$ cat config.mk
export PLATFORM = sky130hd
export DESIGN_NAME = vpd_voltage_presence
export DESIGN_NICKNAME = d
export VERILOG_FILES = /design/src/rtl/vpd_pkg.sv /design/src/rtl/vpd_voltage_presence.sv
export SDC_FILE = /design/constraint.sdc
export NUM_CORES = 1
export LEC_CHECK = 0
export ABC_AREA = 1
export BUFFER_PORTS_ARGS = -buffer_cell sky130_fd_sc_hd__buf_2
export CORE_ASPECT_RATIO = 0.5
export CORE_UTILIZATION = 35
export CTS_BUF_LIST = sky130_fd_sc_hd__clkbuf_8
export CTS_CLUSTER_DIAMETER = 150
export DETAILED_ROUTE_END_ITERATION = 16
export HOLD_SLACK_MARGIN = 0.12
export PLACE_DENSITY_LB_ADDON = 0.2
export REMOVE_ABC_BUFFERS = 1
export SYNTH_ARGS = -nofsm -noshare
export SYNTH_HDL_FRONTEND = slang
export SYNTH_SLANG_ARGS = --single-unit
$ cat constraint.sdc
create_clock -name clk -period 24.6 [get_ports clk]
set_input_delay 2.46 -clock clk [delete_from_list [all_inputs] [get_ports clk]]
set_output_delay 2.46 -clock clk [all_outputs]
set_load 0.01 [all_outputs]
$ cat src/rtl/vpd_pkg.sv
package vpd_pkg;

  // Register word addresses on the plain register port.
  localparam logic [7:0] VPD_OFS_CTRL      = 8'h00;
  localparam logic [7:0] VPD_OFS_LIVE_THR  = 8'h04;
  localparam logic [7:0] VPD_OFS_DEAD_THR  = 8'h08;
  localparam logic [7:0] VPD_OFS_LIVE_TIME = 8'h0C;
  localparam logic [7:0] VPD_OFS_DEAD_TIME = 8'h10;
  localparam logic [7:0] VPD_OFS_HYST      = 8'h14;
  localparam logic [7:0] VPD_OFS_FLAGS     = 8'h18;
  localparam logic [7:0] VPD_OFS_IRQ_STAT  = 8'h1C;
  localparam logic [7:0] VPD_OFS_IRQ_MASK  = 8'h20;

  // Control register field positions.
  localparam int VPD_CTRL_ENABLE_BIT = 0;
  localparam int VPD_CTRL_VTYPE_BIT  = 1;
  localparam int VPD_CTRL_PSEL_LSB   = 2;
  localparam int VPD_CTRL_NREQ_LSB   = 5;

  // Reset values of the settings.
  localparam logic       VPD_RST_ENABLE    = 1'b1;
  localparam logic       VPD_RST_VTYPE     = 1'b1;  // One selects phase-to-phase.
  localparam logic [2:0] VPD_RST_PSEL      = 3'h4;
  localparam logic [1:0] VPD_RST_NREQ      = 2'h1;
  localparam logic [3:0] VPD_RST_LIVE_THR  = 4'h5;  // Tenths of nominal.
  localparam logic [3:0] VPD_RST_DEAD_THR  = 4'h2;  // Tenths of nominal.
  localparam logic [13:0] VPD_RST_LIVE_TIME = 14'h0064; // Milliseconds.
  localparam logic [13:0] VPD_RST_DEAD_TIME = 14'h0064; // Milliseconds.
  localparam logic [5:0] VPD_RST_HYST      = 6'h28;  // Tenths of a percent.

  // Scale divisors for threshold and hysteresis settings.
  localparam int VPD_THR_DIV  = 10;
  localparam int VPD_HYST_DIV = 1000;

  // Interrupt event bit positions.
  localparam int VPD_EV_LIVE_RISE = 0;
  localparam int VPD_EV_LIVE_FALL = 1;
  localparam int VPD_EV_DEAD_RISE = 2;
  localparam int VPD_EV_DEAD_FALL = 3;

  // Millisecond tick derived from the system clock period.
  localparam int VPD_CLK_PERIOD_NS = 10;
  localparam int VPD_TICK_TIME_NS  = 1000000;
  localparam int VPD_TICK_CYCLES   = VPD_TICK_TIME_NS / VPD_CLK_PERIOD_NS;

endpackage : vpd_pkg

$ cat src/rtl/vpd_voltage_presence.sv
// Functional notes
// - Supervise only selected phases; voltage type chosen by a setting.
// - Phase live flag sets after voltage stays above live threshold for live time.
// - Voltage leaving live level clears phase live flag and restarts its timer.
// - Phase dead flag sets after voltage stays below dead threshold for dead time.
// - Voltage leaving dead level clears phase dead flag and restarts its timer.
// - Relative hysteresis band; re-entering band alone never re-triggers start.
// - Block input clears every phase and general flag and all live and dead timers.
// - General live set when enough supervised phases are live.
// - General live clears in the same step its condition fails.
// - General dead set when enough supervised phases are dead.
// - General dead clears in the same step its condition fails.
// - Operation setting off produces no live or dead outputs.
// - Three voltage inputs, block input, six phase flags, two general flags.
// - Live and dead times in milliseconds, step one, default 100.
// - Live threshold in tenths of nominal, default 0.5.
// - Hysteresis in percent of threshold, default 4.0.
//
// Design decisions made here: the plain strobed port and the placing of the registers.
`timescale 1ns/1ps
`default_nettype none
module vpd_voltage_presence
  import vpd_pkg::*;
#(
  parameter int VW          = 16,
  parameter int VNOM        = 4096,
  parameter int TICK_CYCLES = VPD_TICK_CYCLES
) (
  input  wire logic          clk,
  input  wire logic          rst_n,
  input  wire logic [VW-1:0] phase1_voltage_in,
  input  wire logic [VW-1:0] phase2_voltage_in,
  input  wire logic [VW-1:0] phase3_voltage_in,
  input  wire logic          sample_valid,
  input  wire logic          block_in,
  output logic               voltage_type_sel,
  output logic               phase1_live_flag,
  output logic               phase2_live_flag,
  output logic               phase3_live_flag,
  output logic               phase1_dead_flag,
  output logic               phase2_dead_flag,
  output logic               phase3_dead_flag,
  output logic               general_live_flag,
  output logic               general_dead_flag,
  input  wire logic [7:0]    reg_addr,
  input  wire logic [31:0]   reg_wdata,
  input  wire logic          reg_wr,
  input  wire logic          reg_rd,
  output logic [31:0]        reg_rdata,
  output logic               irq
);

  // Scaled threshold in sample units from a setting in tenths of nominal.
  function automatic logic [VW:0] thr_scale(input logic [3:0] tenths);
    int prod;
    prod = int'(tenths) * VNOM / VPD_THR_DIV;
    return (VW+1)'(prod);
  endfunction : thr_scale

  // Hysteresis band width as a fraction of a threshold.
  function automatic logic [VW:0] band_of(input logic [VW:0] thr, input logic [5:0] hyst);
    int prod;
    prod = int'(thr) * int'(hyst) / VPD_HYST_DIV;
    return (VW+1)'(prod);
  endfunction : band_of

  // Number of phases set in a three-bit group.
  function automatic logic [1:0] count3(input logic [2:0] v);
    return 2'(v[0]) + 2'(v[1]) + 2'(v[2]);
  endfunction : count3

  logic        enable_q;
  logic        vtype_q;
  logic [2:0]  psel_q;
  logic [1:0]  nreq_q;
  logic [3:0]  live_thr_q;
  logic [3:0]  dead_thr_q;
  logic [13:0] live_time_q;
  logic [13:0] dead_time_q;
  logic [5:0]  hyst_q;
  logic [3:0]  irq_stat_q;
  logic [3:0]  irq_mask_q;
  logic [31:0] reg_rdata_q;

  logic [16:0] tick_cnt_q;
  logic        tick;

  logic [2:0]  live_cond_q, live_cond_d, dead_cond_q, dead_cond_d;
  logic [2:0]  live_flag_q, live_flag_d, dead_flag_q, dead_flag_d;
  logic [13:0] live_tmr_q [3];
  logic [13:0] live_tmr_d [3];
  logic [13:0] dead_tmr_q [3];
  logic [13:0] dead_tmr_d [3];
  logic        gen_live_q, gen_live_d, gen_dead_q, gen_dead_d;

  wire logic [VW-1:0] volt [3];
  wire logic [VW:0]   live_hi;
  wire logic [VW:0]   live_lo;
  wire logic [VW:0]   dead_lo;
  wire logic [VW:0]   dead_hi;
  wire logic          run;
  wire logic [2:0]    active;
  wire logic          wr_ctrl, wr_stat, wr_mask;
  wire logic [3:0]    events;
  wire logic [1:0]    live_cnt, dead_cnt;

  // Decoded thresholds; the band is subtracted or added around each one.
  assign volt[0] = phase1_voltage_in;
  assign volt[1] = phase2_voltage_in;
  assign volt[2] = phase3_voltage_in;
  assign live_hi = thr_scale(live_thr_q);
  assign live_lo = live_hi - band_of(live_hi, hyst_q);
  assign dead_lo = thr_scale(dead_thr_q);
  assign dead_hi = dead_lo + band_of(dead_lo, hyst_q);
  assign run     = enable_q && !block_in;
  assign active  = run ? psel_q : 3'h0;
  assign voltage_type_sel = vtype_q;

  // Millisecond tick divider; timers only ever see this enable pulse.
  assign tick = (tick_cnt_q == 17'(TICK_CYCLES - 1));
  always_ff @(posedge clk or negedge rst_n) begin
    if (!rst_n) tick_cnt_q <= 17'h00000;
    else        tick_cnt_q <= tick ? 17'h00000 : tick_cnt_q + 17'h00001;
  end

  // Per-phase detectors. A condition starts only beyond its threshold and
  // ends once the signal has left the hysteresis band or the phase goes inactive, so chatter
  // inside the band neither restarts nor re-arms the timer.
  always_comb begin
    for (int i = 0; i < 3; i++) begin
      live_cond_d[i] = live_cond_q[i];
      dead_cond_d[i] = dead_cond_q[i];
      if (!active[i]) begin
        live_cond_d[i] = 1'b0;
        dead_cond_d[i] = 1'b0;
      end else if (sample_valid) begin
        if ({1'b0, volt[i]} > live_hi)      live_cond_d[i] = 1'b1;
        else if ({1'b0, volt[i]} < live_lo) live_cond_d[i] = 1'b0;
        if ({1'b0, volt[i]} < dead_lo)      dead_cond_d[i] = 1'b1;
        else if ({1'b0, volt[i]} > dead_hi) dead_cond_d[i] = 1'b0;
      end
      if (!live_cond_d[i])                                   live_tmr_d[i] = 14'h0000;
      else if (tick && live_tmr_q[i] < live_time_q)          live_tmr_d[i] = live_tmr_q[i] + 14'h0001;
      else                                                   live_tmr_d[i] = live_tmr_q[i];
      if (!dead_cond_d[i])                                   dead_tmr_d[i] = 14'h0000;
      else if (tick && dead_tmr_q[i] < dead_time_q)          dead_tmr_d[i] = dead_tmr_q[i] + 14'h0001;
      else                                                   dead_tmr_d[i] = dead_tmr_q[i];
      live_flag_d[i] = live_cond_d[i] && (live_tmr_d[i] >= live_time_q);
      dead_flag_d[i] = dead_cond_d[i] && (dead_tmr_d[i] >= dead_time_q);
    end
  end

  // Phase combination from the next flag values so a general flag falls
  // in the same cycle as the phase flag that breaks its condition.
  assign live_cnt   = count3(live_flag_d);
  assign dead_cnt   = count3(dead_flag_d);
  assign gen_live_d = run && (nreq_q != 2'h0) && (live_cnt >= nreq_q);
  assign gen_dead_d = run && (nreq_q != 2'h0) && (dead_cnt >= nreq_q);

  // Detector state registers.
  always_ff @(posedge clk or negedge rst_n) begin
    if (!rst_n) begin
      live_cond_q <= 3'h0;
      dead_cond_q <= 3'h0;
      live_flag_q <= 3'h0;
      dead_flag_q <= 3'h0;
      gen_live_q  <= 1'b0;
      gen_dead_q  <= 1'b0;
      for (int i = 0; i < 3; i++) begin
        live_tmr_q[i] <= 14'h0000;
        dead_tmr_q[i] <= 14'h0000;
      end
    end else begin
      live_cond_q <= live_cond_d;
      dead_cond_q <= dead_cond_d;
      live_flag_q <= live_flag_d;
      dead_flag_q <= dead_flag_d;
      gen_live_q  <= gen_live_d;
      gen_dead_q  <= gen_dead_d;
      for (int i = 0; i < 3; i++) begin
        live_tmr_q[i] <= live_tmr_d[i];
        dead_tmr_q[i] <= dead_tmr_d[i];
      end
    end
  end

  // Flag outputs all come straight from flip-flops.
  assign phase1_live_flag  = live_flag_q[0];
  assign phase2_live_flag  = live_flag_q[1];
  assign phase3_live_flag  = live_flag_q[2];
  assign phase1_dead_flag  = dead_flag_q[0];
  assign phase2_dead_flag  = dead_flag_q[1];
  assign phase3_dead_flag  = dead_flag_q[2];
  assign general_live_flag = gen_live_q;
  assign general_dead_flag = gen_dead_q;

  // Register write decode and interrupt events from general flag edges.
  assign wr_ctrl = reg_wr && (reg_addr == VPD_OFS_CTRL);
  assign wr_stat = reg_wr && (reg_addr == VPD_OFS_IRQ_STAT);
  assign wr_mask = reg_wr && (reg_addr == VPD_OFS_IRQ_MASK);
  assign events[VPD_EV_LIVE_RISE] = gen_live_d && !gen_live_q;
  assign events[VPD_EV_LIVE_FALL] = !gen_live_d && gen_live_q;
  assign events[VPD_EV_DEAD_RISE] = gen_dead_d && !gen_dead_q;
  assign events[VPD_EV_DEAD_FALL] = !gen_dead_d && gen_dead_q;
  assign irq = |(irq_stat_q & irq_mask_q);

  // Settings registers; the setting limits are left to software.
  always_ff @(posedge clk or negedge rst_n) begin
    if (!rst_n) begin
      enable_q    <= VPD_RST_ENABLE;
      vtype_q     <= VPD_RST_VTYPE;
      psel_q      <= VPD_RST_PSEL;
      nreq_q      <= VPD_RST_NREQ;
      live_thr_q  <= VPD_RST_LIVE_THR;
      dead_thr_q  <= VPD_RST_DEAD_THR;
      live_time_q <= VPD_RST_LIVE_TIME;
      dead_time_q <= VPD_RST_DEAD_TIME;
      hyst_q      <= VPD_RST_HYST;
      irq_mask_q  <= 4'h0;
    end else if (reg_wr) begin
      if (wr_ctrl) begin
        enable_q <= reg_wdata[VPD_CTRL_ENABLE_BIT];
        vtype_q  <= reg_wdata[VPD_CTRL_VTYPE_BIT];
        psel_q   <= reg_wdata[VPD_CTRL_PSEL_LSB +: 3];
        nreq_q   <= reg_wdata[VPD_CTRL_NREQ_LSB +: 2];
      end
      if (reg_addr == VPD_OFS_LIVE_THR)  live_thr_q  <= reg_wdata[3:0];
      if (reg_addr == VPD_OFS_DEAD_THR)  dead_thr_q  <= reg_wdata[3:0];
      if (reg_addr == VPD_OFS_LIVE_TIME) live_time_q <= reg_wdata[13:0];
      if (reg_addr == VPD_OFS_DEAD_TIME) dead_time_q <= reg_wdata[13:0];
      if (reg_addr == VPD_OFS_HYST)      hyst_q      <= reg_wdata[5:0];
      if (wr_mask)                       irq_mask_q  <= reg_wdata[3:0];
    end
  end

  // Sticky status, write one to clear; a new event in the clearing cycle wins.
  always_ff @(posedge clk or negedge rst_n) begin
    if (!rst_n) irq_stat_q <= 4'h0;
    else        irq_stat_q <= (irq_stat_q & ~(wr_stat ? reg_wdata[3:0] : 4'h0)) | events;
  end

  // Read data stand for exactly one cycle after the read strobe.
  always_ff @(posedge clk or negedge rst_n) begin
    if (!rst_n) begin
      reg_rdata_q <= 32'h0000_0000;
    end else if (!reg_rd) begin
      reg_rdata_q <= 32'h0000_0000;
    end else begin
      unique case (reg_addr)
        VPD_OFS_CTRL:      reg_rdata_q <= {25'h0, nreq_q, psel_q, vtype_q, enable_q};
        VPD_OFS_LIVE_THR:  reg_rdata_q <= {28'h0, live_thr_q};
        VPD_OFS_DEAD_THR:  reg_rdata_q <= {28'h0, dead_thr_q};
        VPD_OFS_LIVE_TIME: reg_rdata_q <= {18'h0, live_time_q};
        VPD_OFS_DEAD_TIME: reg_rdata_q <= {18'h0, dead_time_q};
        VPD_OFS_HYST:      reg_rdata_q <= {26'h0, hyst_q};
        VPD_OFS_FLAGS:     reg_rdata_q <= {24'h0, gen_dead_q, dead_flag_q, gen_live_q, live_flag_q};
        VPD_OFS_IRQ_STAT:  reg_rdata_q <= {28'h0, irq_stat_q};
        VPD_OFS_IRQ_MASK:  reg_rdata_q <= {28'h0, irq_mask_q};
        default:           reg_rdata_q <= 32'h0000_0000;
      endcase
    end
  end
  assign reg_rdata = reg_rdata_q;
endmodule : vpd_voltage_presence
`default_nettype wire

---- After elaboration in Yosys (flattened, before gate mapping) ----
Index checks and enable logic that the tools add are counted.
Widths: inputs -> output; s select.
storage, ports and cells
  register bits after elaboration ......... 204
  bits of input ports ..................... 94
  output and inout port bits .............. 42
  word-level logic and storage cells ...... 162
cells by class
  add/subtract/negate cells ............... 13
  multipliers ............................. 2
  div/mod/pow operators ................... 4
  magnitude comparators ................... 26
  equality and inequality tests ........... 9
  multiplexer cells ....................... 41
  bitwise gates (word level) .............. 4
  reduce and logical (&&, ||, !) cells .... 38
operator list
  operator                number
  $mux 14                 12
  $pmux 14 s9             1
  $gt 16x17->1            6
  $lt 16x17->1            6
  $add 14x1->14 const B   6
  $ge 14x14->1            6
  $lt 14x14->1            6
  $div 17x5->32 const B   2
  $div 32x11->32 const B  2
  $mul 17x6->23           2
  $eq 8x5->1 const B      4
  $mux 32                 1
  $mux 1                  24
  $logic_and 1x1->1       23
  $add 17x1->17 const B   1
  $add 17x17->17          1
  $eq 17x17->1 const B    1
  $mux 17                 1
  $sub 17x17->17          1
  $eq 8x4->1 const B      2
  $reduce_and 2->1        7
  $and 4x4->4             2
  $eq 8x3->1 const B      1
  $eq 8x6->1 const B      1
  11 further kinds        18

---- Logic depth before layout (Yosys ltp) ----
Gate-level depths: netlist of run 1.
  depth after elaboration ................. 19
  gate-level depth with buffers ........... 188
  gate-level depth less buffers ........... 182

---- Worst setup path after synthesis of run 1 ----
Ideal clock, no wire load.
  kind .................................... register to register
  from .................................... register live_thr_q[2]
  to ...................................... register irq_stat_q[1]
  library setup time ...................... 83 ps
  arrival time ............................ 22861 ps
  required time ........................... 24517 ps
  setup slack ............................. 1657 ps
  cell stages (with the launch flop) ...... 177
  buffers on the path ..................... 9
  clock period less this slack ............ 22943 ps
  cells stage by stage .................... dfstp_2 > nor2_2 > nor2_4 > nand2_2 > o21ai_2 > inv_2 > ha_1 > nand4_2 > nand2_2 > nor2_4 > xor2_1 > inv_1 > ha_1 > inv_1 > nand3_1 > nor2_4 > nor3_1 > a21oi_2 > [... 141 more ...] > ha_1 > inv_1 > nor2_1 > o211ai_1 > a31oi_1 > a211o_1 > nand2_1 > a21oi_1 > o311ai_0 > a31oi_1 > fa_1 > inv_1 > ha_1 > o21ai_0 > nand2_1 > nand2_1 > inv_1 > o21ai_0
RTL lines
  element                 RTL line                     source
  from (decl)             vpd_voltage_presence.sv:76   logic [3:0] live_thr_q;
  from (signal assigned)  vpd_voltage_presence.sv:227  if (reg_addr == VPD_OFS_LIVE_THR) live_thr_q <= reg_wdata[3:0];
  to (signal assigned)    vpd_voltage_presence.sv:239  else irq_stat_q <= (irq_stat_q & ~(wr_stat ? reg_wdata[3:0] : 4'h0)) | events;
  to (decl)               vpd_voltage_presence.sv:81   logic [3:0] irq_stat_q;

==> results of run 1 <==
## flip-flops by register name, summed over array words and instances, names as in the netlist, 6 cells and up
| signal | cells |
|---|---|
| dead_time_q | 14 |
| dead_tmr_q | 42 |
| hyst_q | 6 |
| live_time_q | 14 |
| live_tmr_q | 42 |
| reg_rdata | 14 |
| tick_cnt_q | 17 |
## layer usage
metal  wire, um  part of all wire  vias to the layer above  global-route usage
met5          0                 0                        -                   0
met2      41700              0.46                      454               0.344
met1      43000              0.48                    13800               0.272
met3       3310             0.037                       89              0.0230
met4       1980             0.022                        0              0.0520
li1           -                 -                    15500                   -
## report_power, final
group	leakage [nW]	total, mW	switching (mW)	internal (mW)
clock network	0.212	0.228	0.140	0.0874
registers	2.51	0.318	0.00649	0.311
logic	16.4	2.44	1.56	0.890
total	19.2	2.99	1.70	1.29
## synth_stat cells (all sizes together), types with 9 or more instances
library cell / number / area (um^2)
inv: 870 / 3270
xor2: 106 / 951
a21oi: 223 / 1120
o211ai: 15 / 113
ha: 437 / 5470
nor3b: 11 / 82.6
fa: 94 / 1880
o21ai: 224 / 1190
xnor2: 31 / 272
nor4: 16 / 100
nor3: 45 / 258
o21bai: 28 / 210
and2: 13 / 81.3
a211oi: 11 / 82.6
a31oi: 16 / 106
or2: 12 / 75.1
dfrtp: 171 / 4280
nor2: 430 / 1860
o22ai: 9 / 56.3
dfstp: 15 / 394
nand4: 83 / 592
nand3: 349 / 1890
nand2: 1300 / 5120
nand3b: 18 / 135
buf: 38 / 290
clkbuf: 27 / 101
## cell families (layout without fill, tap and decap cells)
kind of cell / count (synthesis) / in the layout
other: 1 / 19
and+or+nand+nor: 2287 / 2289
buffers and inverters: 939 / 1183
adders and majority gates: 531 / 531
AOI/OAI and AO/OA: 590 / 590
DFF: 186 / 186
xor gates and xnor gates: 137 / 137
muxes: 1 / 1
## layout make-up
cell class / count / area (um^2) / share of cell area
repair buffers: 277 / 1880 / 0.0534
clock inverters: 15 / 194 / 0.00552
inverters: 874 / 3280 / 0.0935
multi-input cells: 3566 / 23400 / 0.666
well taps: 1170 / 1460 / 0.0417
flip-flops and latches: 186 / 4680 / 0.133
diodes: 1 / 2.50 / 0.0000713
clock buffers: 17 / 234 / 0.00666
## worst max path at each step
| stage | startpoint | end | slack (ns) |
|---|---|---|---|
| 2_1_floorplan | live_thr_q[2]$_DFFE_PN1P_ | irq_stat_q[1]$_DFF_PN0_ | 1.83 |
| 3_3_place_gp | dead_thr_q[1]$_DFFE_PN1P_ | irq_stat_q[3]$_DFF_PN0_ | -0.05 |
| 3_5_place_dp | live_thr_q[2]$_DFFE_PN1P_ | irq_stat_q[1]$_DFF_PN0_ | -0.24 |
| 4_1_cts | live_thr_q[2]$_DFFE_PN1P_ | irq_stat_q[1]$_DFF_PN0_ | 0.005 |
| 5_1_grt | live_thr_q[1]$_DFFE_PN0P_ | irq_stat_q[1]$_DFF_PN0_ | -0.25 |
| 6_report | live_thr_q[1]$_DFFE_PN0P_ | irq_stat_q[1]$_DFF_PN0_ | 1.75 |
## layout by cell type, fill, tap and decap left out, drive strengths merged, types with 18 or more instances in the layout
cell type	instances
a21oi	223
buf	276
clkbuf	18
conb	18
dfrtp	171
fa	94
ha	437
inv	877
nand2	1300
nand3	350
nand3b	18
nand4	84
nor2	430
nor3	45
o21ai	224
o21bai	28
xnor2	31
xor2	106
## stage by stage
stage,setup WS (ns),utilization,setup TNS (ns)
global placement,-0.0522,0.383,-0.0522
floorplan,1.83,-,0
global route,-0.253,0.407,-0.980
detailed placement,-0.239,0.383,-1.01
CTS,0.00470,0.388,0
finish,1.75,0.407,0
## repair_timing
item,4_1_cts,5_1_grt
endpoints found under the setup margin,6,12
buffers inserted,3,73
pin swaps,1,80
cloned,0,2
hold endpoints to repair,0,0
gates resized for setup,11,269
==> impl_metrics.toml, run 1 <==
[worst_hold_path]
hold_start = "tick_cnt_q[0]$_DFF_PN0_"
hold_path_end = "tick_cnt_q[0]$_DFF_PN0_"
hold_depth = 1
holdCritPathClass = "reg2reg"

[detailed_routing]
drt_pass1_iterations = 5
routed_via_density = 4.89
wl_mm = 90.0
wire_per_inst_um = 14.7
first_iter_violations = 1470
vias = 29900
post-route-drc-count = 0
ant_nets = 0

[synthesis]
synth_compound_area_frac = 0.112
netlist_area_mm2 = 0.0306
async_reset_ff_frac = 1.00
synth-seq-cells = 186
synth_mux_area_frac = 0.000368
yosysWarnings = 0
synth-edff-count = 0
ys_types = 73
synth-xor-area-share = 0.0399
synth_top_family_by_area = "simple AND/OR/NAND/NOR gates"
synthAdderAreaFrac = 0.240
ys_seq_area_frac = 0.153
yosys.area_share.simple = 0.335
syn_avg_cell_area_um2 = 6.55
synth_cells = 4672
synthFlopType = "dfrtp_1"

[cells_and_area]
nFillCells = 9293
nets = 5547
drive_above_1_share = 0.151
instances_no_fill = 6106
fin_area_mm2 = 0.0351
area_growth_syn_to_layout_pct = 14.7

[power_and_ir_drop]
p_leak_nw = 19.2
p_total_mw = 2.99
peakVddDrop_uv = 68.7
power.density_mw_per_mm2 = 85.2

[critical_path]
crit_buf_inv = 30
path_delay_family = "simple AND/OR/NAND/NOR gates"
critical_path.most_common_cell = "nand2_1"
cp-start-kind = "flip-flop"
crit_path_end_kind = "flip-flop"
crit_fanout = 10
crit_cells = 165
r2r_start = "live_thr_q[1]$_DFFE_PN0P_"
max_stage_delay_ns = 0.56
cp.arrival_ns = 23.31
reg2reg_slack_ns = 1.75
rr_endpoint = "irq_stat_q[1]$_DFF_PN0_"
slowest_stage = "fa_1"
ff2ff_path_depth = 165
critPathKind = "reg2reg"
cp.required_ns = 25.06

[floorplanning]
start_util = 0.355
rows = 76
fp.coreArea_mm2 = 0.0863
fp.dieArea_mm2 = 0.0887
fp.dieW_um = 420
io_pins = 136
die_h_um = 211

[flow_run]
max-cap-violations = 0

[place]
dpl_cell_area_mm2 = 0.0330
io_buffers = 99
dp_cells = 5995
place_hpwl_mm = 73.9
place_congestion = 0.871

[timing]
setup_violations = 0
min_period_ns = 22.85
post-route-period-util = 0.929
clock_skew_ns = 0.0293
slew_viol_final = 0
whs_ns = 0.473
hold_violations = 0
worst-slew-pin-transition_ns = 1.06
grt_setup_unrepaired = "yes"
timing.fmax_mhz = 43.8
slew_headroom = 0.291

[clock_tree]
path_clk_slew_ns = 0.12
clock_latency_ns = 0.55
clock_path_buffers = 2
clock-sinks = 186
htreeDepth = 4
cts_tree = "yes"
cts_buffers = 17
cts_root_buffer = "clkbuf_8"
holdBufCountCts = 0

[global_routing]
grt_pass1_vias = 28500
grt_use_total = 0.203
antenna_found_initial = 1
grt_pass1_wl_mm = 145
grt_max_degree = 76
grt_overflow = 0

[status]
status = "completed"
Note: power is estimated with default switching activity, not from simulation.
==> inputs of run 2 (changes only) <==
clock period = 20.2 ns   (was 24.6 ns; I/O delays follow)
==> run 2 against run 1 <==
  * Critical endpoint unchanged
  * The run now ends with negative setup slack left
  * Critical path type unchanged
  * Non-clock buffer count is 834 higher
  * Register-to-register slack worse by 2.9 ns
  * Die area stayed put
  * Clock-buffer cell count stayed put
  * Cell count is 14% higher
==> impl_metrics.toml, run 2 (same netlist as run 1, synthesis figures left out) <==
[timing]
slew_headroom = 0.258
min_period_ns = 21.37
timing.fmax_mhz = 46.8
clock_skew_ns = 0.0337
setup_violations = 7
grt_setup_unrepaired = "yes"
hold_violations = 0
post-route-period-util = 1.06
fin_tns_setup_ns = -6.58
whs_ns = 0.486
fin_ws_ns = -1.17
slew_viol_final = 0
worst-slew-pin-transition_ns = 1.11

[critical_path]
max_stage_delay_ns = 0.60
crit_buf_inv = 28
cp-start-kind = "flip-flop"
crit_fanout = 8
critPathKind = "reg2reg"
cp.required_ns = 20.67
slowest_stage = "fa_1"
path_delay_family = "simple AND/OR/NAND/NOR gates"
cp.arrival_ns = 21.84
critical_path.most_common_cell = "nand2_4"
crit_path_end_kind = "flip-flop"

[detailed_routing]
ant_nets = 0
first_iter_violations = 2041
post-route-drc-count = 0
wl_mm = 107
vias = 34200
wire_per_inst_um = 15.5
routed_via_density = 4.92
drt_pass1_iterations = 7

[cells_and_area]
area_growth_syn_to_layout_pct = 49.3
fin_area_mm2 = 0.0457
final_cell_mix = "buf_4 (924), nand2_1 (915), inv_1 (739), ha_1 (377), nor2_1 (266)"
top_regs = "dead_tmr_q x42, live_tmr_q x42, tick_cnt_q x17"
drive_above_1_share = 0.392
final_common_cell = "buf_4"
instances_no_fill = 6941
nets = 6381

[global_routing]
grt_pass1_wl_mm = 165
antenna_found_initial = 3
grt_max_degree = 73
grt_pass1_vias = 33100
grt_overflow = 0
grt_use_total = 0.229

[clock_tree]
cts_buffers = 17
htreeDepth = 4
cts_root_buffer = "clkbuf_8"
clock_latency_ns = 0.54
path_clk_slew_ns = 0.13
cts_tree = "yes"
clock-sinks = 186
clock_path_buffers = 2

[power_and_ir_drop]
power.density_mw_per_mm2 = 122
p_total_mw = 5.58
p_leak_nw = 24.0
peakVddDrop_uv = 95.4

[floorplanning]
io_pins = 136
fp.coreArea_mm2 = 0.0863
die_h_um = 211
start_util = 0.355
fp.dieW_um = 420
rows = 76
fp.dieArea_mm2 = 0.0887

[place]
place_hpwl_mm = 81.0
place_congestion = 0.951
dpl_cell_area_mm2 = 0.0381
dp_cells = 6668
io_buffers = 99

[status]
status = "finished with violations"
violations = "negative setup slack"

[flow_run]
max-cap-violations = 0

[worst_hold_path]
holdCritPathClass = "reg2reg"
## run 2: cell count changes in the layout (fill, tap and decap cells not counted), sizes merged
cell / previous run / this run
buf: 276 / 1109
bufinv: 1 / 0
clkinv: 10 / 9
clkbuf: 18 / 19
inv: 877 / 880
diode: 1 / 2
nand4: 84 / 83
nand2: 1300 / 1301
clkinvlp: 1 / 0
## run 2: layer usage
| metal | wire [um] | part of all wire | up-vias | GRT usage |
|---|---|---|---|---|
| li1 | - | - | 17200 | - |
| met1 | 47500 | 0.44 | 16100 | 0.296 |
| met2 | 52600 | 0.49 | 674 | 0.404 |
| met3 | 3750 | 0.035 | 177 | 0.0188 |
| met4 | 3480 | 0.032 | 0 | 0.0721 |
| met5 | 0 | 0 | - | 0 |
## run 2: stage by stage
step,worst slack (ns),utilization
5_1_grt,-2.58,0.529
3_5_place_dp,-2.84,0.441
2_1_floorplan,-2.57,-
3_3_place_gp,-2.66,0.441
4_1_cts,-1.01,0.487
6_report,-1.17,0.529
## run 2: final cells by class
type,instances,area [um^2]
fillers,8260,40600
flip-flops and latches,186,4670
clock inverters,15,201
well taps,1170,1460
clock buffers,17,234
multi-input cells,3566,27300
repair buffers,1111,8470
inverters,874,3340
diodes,2,5.00
## run 2: path summary, 6_finish.rpt
check                                               start                   endpoint  slack (ns)  cells past startpoint
worst max-delay path            live_thr_q[2]$_DFFE_PN1P_    irq_stat_q[1]$_DFF_PN0_       -1.17                    168
worst max register to register  live_thr_q[2]$_DFFE_PN1P_    irq_stat_q[1]$_DFF_PN0_       -1.17                    168
max in group asynchronous                           rst_n  dead_thr_q[3]$_DFFE_PN0P_       17.38                      2
min in group asynchronous                           rst_n     reg_rdata[0]$_DFF_PN0_        1.48                      1
worst min register to register    tick_cnt_q[0]$_DFF_PN0_    tick_cnt_q[0]$_DFF_PN0_        0.49                      1
worst min-delay path              tick_cnt_q[0]$_DFF_PN0_    tick_cnt_q[0]$_DFF_PN0_        0.49                      1
## run 2: power by group
group / switching [mW] / internal (mW)
clock network: 0.179 / 0.100
logic: 2.64 / 2.27
registers: 0.0102 / 0.379
## run 2: timing repair
action	in CTS	in global routing
endpoints found under the setup margin	51	102
buffers inserted	158	86
hold buffers	0	0
gates resized for setup	646	738
gates cloned	3	0
endpoints found under the hold margin	0	0
pin swaps	320	463
